==> src/inc/acf_pkg.sv <==
// Overview of operation
// - Conversion clock period is system period times divider-plus-one
// - Five-bit divider sits in register bits 7:3
// - Alignment bit 2: zero right, one left
// - Alignment honoured only in ten-bit mode
// - Resolution bit 1: zero ten-bit, one eight-bit
// - Bit 0 selects gain: zero half, one unity
package acf_pkg;

  // ****************************************************************
  // Register map
  // ****************************************************************
  localparam logic [7:0] ACF_CONFIG_ADDR  = 8'hbc;
  localparam logic [7:0] ACF_CONFIG_RESET = 8'hf9;

  // ****************************************************************
  // Field layout
  // ****************************************************************
  localparam int ACF_DIV_LSB   = 3;
  localparam int ACF_DIV_MSB   = 7;
  localparam int ACF_DIV_W     = 5;
  localparam int ACF_ALIGN_BIT = 2;
  localparam int ACF_EIGHT_BIT = 1;
  localparam int ACF_GAIN_BIT  = 0;

  // ****************************************************************
  // Result formatting
  // ****************************************************************
  localparam int ACF_RES_W  = 10;
  localparam int ACF_BYTE_W = 8;
  localparam logic [ACF_DIV_W-1:0] ACF_DIV_MIN_MPC = 5'h01;

endpackage : acf_pkg

==> src/rtl/acf_clk_div.sv <==
`timescale 1ns/100ps
module acf_clk_div #(
  parameter int DIV_W = 5
) (
  input  wire logic             clock,
  input  wire logic             rst,
  input  wire logic             ce,
  input  wire logic [DIV_W-1:0] div,
  output logic                  tick
);

  logic [DIV_W-1:0] cnt_q;
  logic [DIV_W-1:0] cnt_d;
  wire              at_zero = (cnt_q == '0);

  // Reload at zero so a new divider takes effect on the next period
  assign cnt_d = at_zero ? div : cnt_q - 1'b1;
  assign tick  = at_zero & ce;

  always_ff @(posedge clock or posedge rst) begin
    if (rst) begin
      cnt_q <= '0;
    end else if (ce) begin
      cnt_q <= cnt_d;
    end
  end

endmodule : acf_clk_div

==> src/rtl/acf_config.sv <==
`timescale 1ns/100ps
module acf_config #(
  parameter int RES_W = acf_pkg::ACF_RES_W
) (
  input  wire logic             clock,
  input  wire logic             rst,
  input  wire logic             ce,
  input  wire logic [7:0]       sfr_addr,
  input  wire logic             sfr_wr,
  input  wire logic             sfr_rd,
  input  wire logic [7:0]       sfr_wdata,
  output logic      [7:0]       sfr_rdata,
  output logic                  sfr_hit,
  input  wire logic             mem_power_ctrl_en,
  input  wire logic             conv_done,
  input  wire logic [RES_W-1:0] conv_result,
  output logic                  conv_clk_en,
  output logic      [4:0]       conv_clk_divider,
  output logic                  result_left_align,
  output logic                  eight_bit_mode_en,
  output logic                  input_gain_sel,
  output logic                  div_setting_err,
  output logic      [7:0]       result_high_reg,
  output logic      [7:0]       result_low_reg,
  output logic                  result_valid
);

  // ****************************************************************
  // State
  // ****************************************************************
  // Register and read data
  logic [7:0] cfg_q;
  logic [7:0] cfg_d;
  logic [7:0] rdata_q;
  logic [7:0] rdata_d;

  // Captured result
  logic [7:0] res_hi_q;
  logic [7:0] res_hi_d;
  logic [7:0] res_lo_q;
  logic [7:0] res_lo_d;
  logic       res_vld_q;

  // Status
  logic       err_q;
  logic       err_d;

  // ****************************************************************
  // Register decode
  // ****************************************************************
  // A single address; every other access is left to the rest of the bus
  wire cfg_sel = (sfr_addr == acf_pkg::ACF_CONFIG_ADDR);
  wire cfg_wr  = cfg_sel & sfr_wr;
  wire cfg_rd  = cfg_sel & sfr_rd;
  wire cfg_ld  = ce & cfg_wr;

  assign sfr_hit = cfg_sel & (sfr_rd | sfr_wr);

  // ****************************************************************
  // Configuration register
  // ****************************************************************
  // Whole byte written at once; all fields are read-write
  assign cfg_d = sfr_wdata;

  // Reset gives the slowest clock, ten-bit, right aligned, unity gain
  always_ff @(posedge clock or posedge rst) begin
    if (rst) begin
      cfg_q <= acf_pkg::ACF_CONFIG_RESET;
    end else if (cfg_ld) begin
      cfg_q <= cfg_d;
    end
  end

  // ****************************************************************
  // Read path
  // ****************************************************************
  // Unmapped reads return zero so a shared read mux can OR them;
  // a read beside a write in one cycle still sees the old byte
  assign rdata_d = cfg_rd ? cfg_q : 8'h00;

  // Registered, so the answer lags the strobe by one edge
  always_ff @(posedge clock or posedge rst) begin
    if (rst) begin
      rdata_q <= 8'h00;
    end else if (ce) begin
      rdata_q <= rdata_d;
    end
  end

  assign sfr_rdata = rdata_q;

  // ****************************************************************
  // Field decode
  // ****************************************************************
  wire [4:0] div_f   = cfg_q[acf_pkg::ACF_DIV_MSB:acf_pkg::ACF_DIV_LSB];
  wire       eight_f = cfg_q[acf_pkg::ACF_EIGHT_BIT];
  wire       align_f = cfg_q[acf_pkg::ACF_ALIGN_BIT];
  // Alignment masked in eight-bit mode for the output and formatter alike; register reads keep the raw bit
  wire       left_f  = align_f & ~eight_f;

  // Divider exported for the converter's own timing checks
  assign conv_clk_divider  = div_f;
  assign eight_bit_mode_en = eight_f;
  assign result_left_align = left_f;
  // Gain select goes straight to the input amplifier
  assign input_gain_sel    = cfg_q[acf_pkg::ACF_GAIN_BIT];

  // ****************************************************************
  // Conversion clock enable
  // ****************************************************************
  // Tick is combinational so the converter sees it in the counted cycle
  acf_clk_div #(
    .DIV_W (acf_pkg::ACF_DIV_W)
  ) u_div (
    .clock (clock),
    .rst   (rst),
    .ce    (ce),
    .div   (div_f),
    .tick  (conv_clk_en)
  );

  // ****************************************************************
  // Divider setting flag
  // ****************************************************************
  // Flags a divider of zero while the power controller runs; the
  // converter may misbehave, the setting itself is still honoured
  assign err_d = mem_power_ctrl_en & (div_f < acf_pkg::ACF_DIV_MIN_MPC);

  always_ff @(posedge clock or posedge rst) begin
    if (rst) begin
      err_q <= 1'b0;
    end else if (ce) begin
      err_q <= err_d;
    end
  end

  // ****************************************************************
  // Result formatting
  // ****************************************************************
  // Ten-bit result, low justified: top two bits land in the high byte
  function automatic logic [15:0] acf_right(input logic [RES_W-1:0] r);
    return {{(16-RES_W){1'b0}}, r};
  endfunction : acf_right

  // Ten-bit result, high justified: the low byte keeps two bits
  function automatic logic [15:0] acf_left(input logic [RES_W-1:0] r);
    return {r, {(16-RES_W){1'b0}}};
  endfunction : acf_left

  // Eight-bit result is the top eight bits, low register only
  function automatic logic [15:0] acf_eight(input logic [RES_W-1:0] r);
    return {8'h00, r[RES_W-1 -: 8]};
  endfunction : acf_eight

  // Eight-bit mode overrides alignment
  function automatic logic [15:0] acf_format(input logic [RES_W-1:0] r,
                                             input logic eight,
                                             input logic left);
    logic [15:0] v;
    v = 16'h0000;
    if (eight) begin
      v = acf_eight(r);
    end else if (left) begin
      v = acf_left(r);
    end else begin
      v = acf_right(r);
    end
    return v;
  endfunction : acf_format

  // Fields taken at capture time; a later write leaves held data alone
  wire [15:0] fmt = acf_format(conv_result, eight_f, left_f);

  assign res_hi_d = fmt[15:8];
  assign res_lo_d = fmt[7:0];

  // ****************************************************************
  // Result capture
  // ****************************************************************
  // Data registers load only on a finished conversion
  always_ff @(posedge clock or posedge rst) begin
    if (rst) begin
      res_hi_q <= 8'h00;
    end else if (ce && conv_done) begin
      res_hi_q <= res_hi_d;
    end
  end

  always_ff @(posedge clock or posedge rst) begin
    if (rst) begin
      res_lo_q <= 8'h00;
    end else if (ce && conv_done) begin
      res_lo_q <= res_lo_d;
    end
  end

  // Valid rises on the capture edge itself and lasts one cycle per done pulse
  always_ff @(posedge clock or posedge rst) begin
    if (rst) begin
      res_vld_q <= 1'b0;
    end else if (ce) begin
      res_vld_q <= conv_done;
    end
  end

  // ****************************************************************
  // Outputs
  // ****************************************************************
  assign result_high_reg = res_hi_q;
  assign result_low_reg  = res_lo_q;
  assign result_valid    = res_vld_q;
  assign div_setting_err = err_q;

endmodule : acf_config

==> config.mk <==
export PLATFORM = sky130hd
export DESIGN_NAME = acf_config
export DESIGN_NICKNAME = d
export VERILOG_FILES = /design/src/inc/acf_pkg.sv /design/src/rtl/acf_clk_div.sv /design/src/rtl/acf_config.sv
export SDC_FILE = /design/constraint.sdc
export NUM_CORES = 1
export LEC_CHECK = 0
export BUFFER_PORTS_ARGS = -buffer_cell sky130_fd_sc_hd__buf_4
export CORE_ASPECT_RATIO = 1.2
export CORE_MARGIN = 4
export CORE_UTILIZATION = 52
export DETAILED_ROUTE_END_ITERATION = 16
export GPL_TIMING_DRIVEN = 0
export PLACE_DENSITY_LB_ADDON = 0.2
export SLEW_MARGIN = 20
export SYNTH_ARGS = -nofsm -noshare
export SYNTH_HDL_FRONTEND = slang
export SYNTH_SLANG_ARGS = --single-unit
==> constraint.sdc <==
create_clock -name clock -period 3.9 [get_ports clock]
set_clock_uncertainty 0.1 [all_clocks]
set_input_delay 0.78 -clock clock [delete_from_list [all_inputs] [get_ports clock]]
set_output_delay 0.78 -clock clock [all_outputs]
set_load 0.1 [all_outputs]
==> flow_summary.json <==
{
  "first_pass_iters": 4,
  "vias": 1465,
  "drc_errors": 0,
  "grt_overflow_total": 0,
  "worst_ep_arrival_time_ps": 1610,
  "cts-buffers-inserted": 5,
  "reg2reg_depth": 6,
  "cts-root-buf": "clkbuf_8",
  "grt_setup_unrepaired": "no",
  "max-clock-path-buffers": 2,
  "hp-start": "result_low_reg[0]$_DFFE_PP0P_",
  "ys_types": 33,
  "period_share": 0.638,
  "grt_antenna_before_repair": 0,
  "place_inst": 265,
  "postSynthNetCount": 195,
  "gpl.final_weighted_congestion": 0.838,
  "floorplan.initialDensity": 0.536,
  "clock_latency_ps": 280,
  "crit_path_start_kind": "input port",
  "postRouteAntennaNets": 0,
  "wl_um": 4110,
  "syn_area_um2": 1790,
  "via_density_per_instance": 5.37,
  "layout.cells.non_filler": 273,
  "cp_max_fo": 3,
  "post_cts_resized": 0,
  "rrSetupSlack_ps": 2190,
  "timing.critical_path.buf_inv": 2,
  "max_stage_delay_ps": 280,
  "grt_first_pass_wirelength_um": 6760,
  "final.setup.worst_slack_ps": 1410,
  "antenna_cells_inserted": 0,
  "holdPathEnd": "result_low_reg[0]$_DFFE_PP0P_",
  "setup_violations": 0,
  "fp-row-count": 23,
  "report.final.hold_viol_count": 0,
  "ys_seq_area_frac": 0.549,
  "yosysWarningCount": 0,
  "timing.hold.worst_path_depth": 2,
  "place.detailed.hpwl_um": 3150,
  "clock_h_tree_levels": 2,
  "synth_seq_cells": 39,
  "floorplan.die.width_um": 61.6,
  "cts_tree": "built",
  "layout.filler_cells": 261,
  "dieHeight_um": 72.3,
  "layout_common_cells": "buf_4, dfrtp_1, nand2_1",
  "status": "finished clean",
  "holdBufCountCts": 0,
  "sum_neg_setup_slack_ps": 0,
  "dp_worst_setup_slack_ps": 1410,
  "critical_path.cell_chain": "buf_4 -> and4b_1 -> o211a_1 -> buf_4",
  "timing.max_slew.rel_slack": 0.474,
  "post_route_cells_drive_above_1_share": 0.403,
  "core_area_um2": 3340,
  "period_minus_slack_ps": 2490,
  "area_growth_pct": 36.6,
  "max_freq_mhz": 402,
  "grt_util_all_layers": 0.202,
  "finalNetCount": 269,
  "post_synth.cell_area_avg_um2": 11.1,
  "buffer_ports.inserted": 67,
  "worst_path_most_repeated_cell": "buf_4",
  "maxCapViolations": 0,
  "p_leak_nw": 1.26,
  "final_common_cell": "buf_4",
  "hp_class": "reg2reg",
  "critical_path_required_ps": 3020,
  "worstReg2RegEnd": "u_div.cnt_q[0]$_DFFE_PP0P_",
  "critical_path_class": "in2out",
  "die_area_um2": 4450,
  "clk_pin_slew_worst_paths_ps": 70,
  "worstSetupEndpointType": "primary output",
  "synth_cells": 161,
  "route.detailed.wl_per_inst_um": 15.1,
  "irDropWorstVdd_v": 0.000383,
  "io_pins": 69,
  "drtIter0Drc": 40,
  "clock_sink_count": 39,
  "r2r-start": "u_div.cnt_q[0]$_DFFE_PP0P_",
  "maxSlewViolCount": 0,
  "power_per_cell_area_nw_per_um2": 466,
  "vias_in_the_first_global_route": 1449,
  "cp_top_family": "buffers and inverters",
  "grt_max_degree": 40,
  "crit_slowest_cell": "and4b_1",
  "timing_worst_slew_pin_value_ps": 787,
  "postCtsSetupRepairBufs": 0
}
==> worst max path at each step <==
stage,startpoint,endpoint,slack (ps),cells past startpoint
final,sfr_addr[6],sfr_hit,1410,4
after global routing,sfr_addr[6],sfr_hit,1380,4
after CTS,sfr_addr[6],sfr_hit,1400,4
after detailed placement,sfr_addr[0],sfr_hit,1410,4
after global placement,sfr_addr[0],sfr_hit,1410,4
after floorplan,ce,conv_clk_en,410,3
==> cells in the mapped netlist <==
master     count  area share
dfrtp_1       33        0.46
nand2_1       20       0.042
inv_1         15       0.031
o21ai_1       10       0.028
mux2_1         9       0.057
o22ai_1        9       0.031
mux2i_1        8       0.045
a22o_1         6       0.029
a22oi_1        6       0.025
dfstp_2        6       0.088
buf_4          5       0.021
clkbuf_1       4      0.0084
buf_2          3      0.0084
nor3_1         3      0.0084
buf_6          2       0.013
mux2_2         2       0.013
nor2b_1        2      0.0070
nor4_1         2      0.0070
o31ai_1        2      0.0084
a21boi_2       1      0.0063
a21o_1         1      0.0042
a2bb2oi_1      1      0.0049
and2b_1        1      0.0042
and4_1         1      0.0049
and4b_1        1      0.0056
and4bb_1       1      0.0070
ha_1           1      0.0070
nand3_1        1      0.0028
nand4b_1       1      0.0049
nor2_1         1      0.0021
o211a_1        1      0.0056
or3_1          1      0.0035
or4b_1         1      0.0056
==> kinds of logic after synthesis <==
family | Yosys count | synth area share
buffers and inverters | 29 | 0.0818
adder cells (fa/ha/maj) | 1 | 0.00699
flip-flops | 39 | 0.549
multiplexers | 19 | 0.114
AO/OA/AOI/OAI | 37 | 0.143
AND/OR/NAND/NOR | 36 | 0.105
==> tightest hold or removal path, stage by stage (launching register included) <==
cell and delay, ps:
dfrtp_1 340, nand2_1 60, o21ai_1 60
==> final cells by class <==
cell class | count | area, um^2 | share of cell area
Clock buffer | 8 | 100 | 0.0409
Sequential cell | 39 | 983 | 0.402
Inverter | 15 | 56.3 | 0.0230
Timing Repair Buffer | 67 | 503 | 0.206
Multi-Input combinational cell | 93 | 667 | 0.273
Tap cell | 37 | 46.3 | 0.0189
Buffer | 14 | 90.1 | 0.0368
==> per-stage QoR <==
step | power [mW] | area (um^2) | util | hold slack (ps)
floorplan | 0.765 | 1800 | - | 408
finish | 1.14 | 2450 | 0.733 | 397
CTS | 1.15 | 2450 | 0.733 | 397
detailed placement | 0.859 | 2350 | 0.703 | 377
global route | 1.20 | 2450 | 0.733 | 435
global placement | 0.847 | 2350 | 0.703 | 375
==> where the power goes <==
| group | leakage, nW | internal [mW] | switching, mW |
|---|---|---|---|
| Sequential | 0.494 | 0.447 | 0.0336 |
| Combinational | 0.711 | 0.118 | 0.251 |
| Clock | 0.0515 | 0.161 | 0.128 |
| Total | 1.26 | 0.726 | 0.413 |
==> routing by layer <==
layer / global-route usage / vias to the layer above / part of all wire
li1: - / 708 / -
met1: 0.252 / 691 / 0.39
met2: 0.334 / 60 / 0.50
met3: 0.0534 / 6 / 0.089
met4: 0.0660 / 0 / 0.013
met5: 0 / - / 0
No activity file was read; power rests on OpenSTA's default activity.
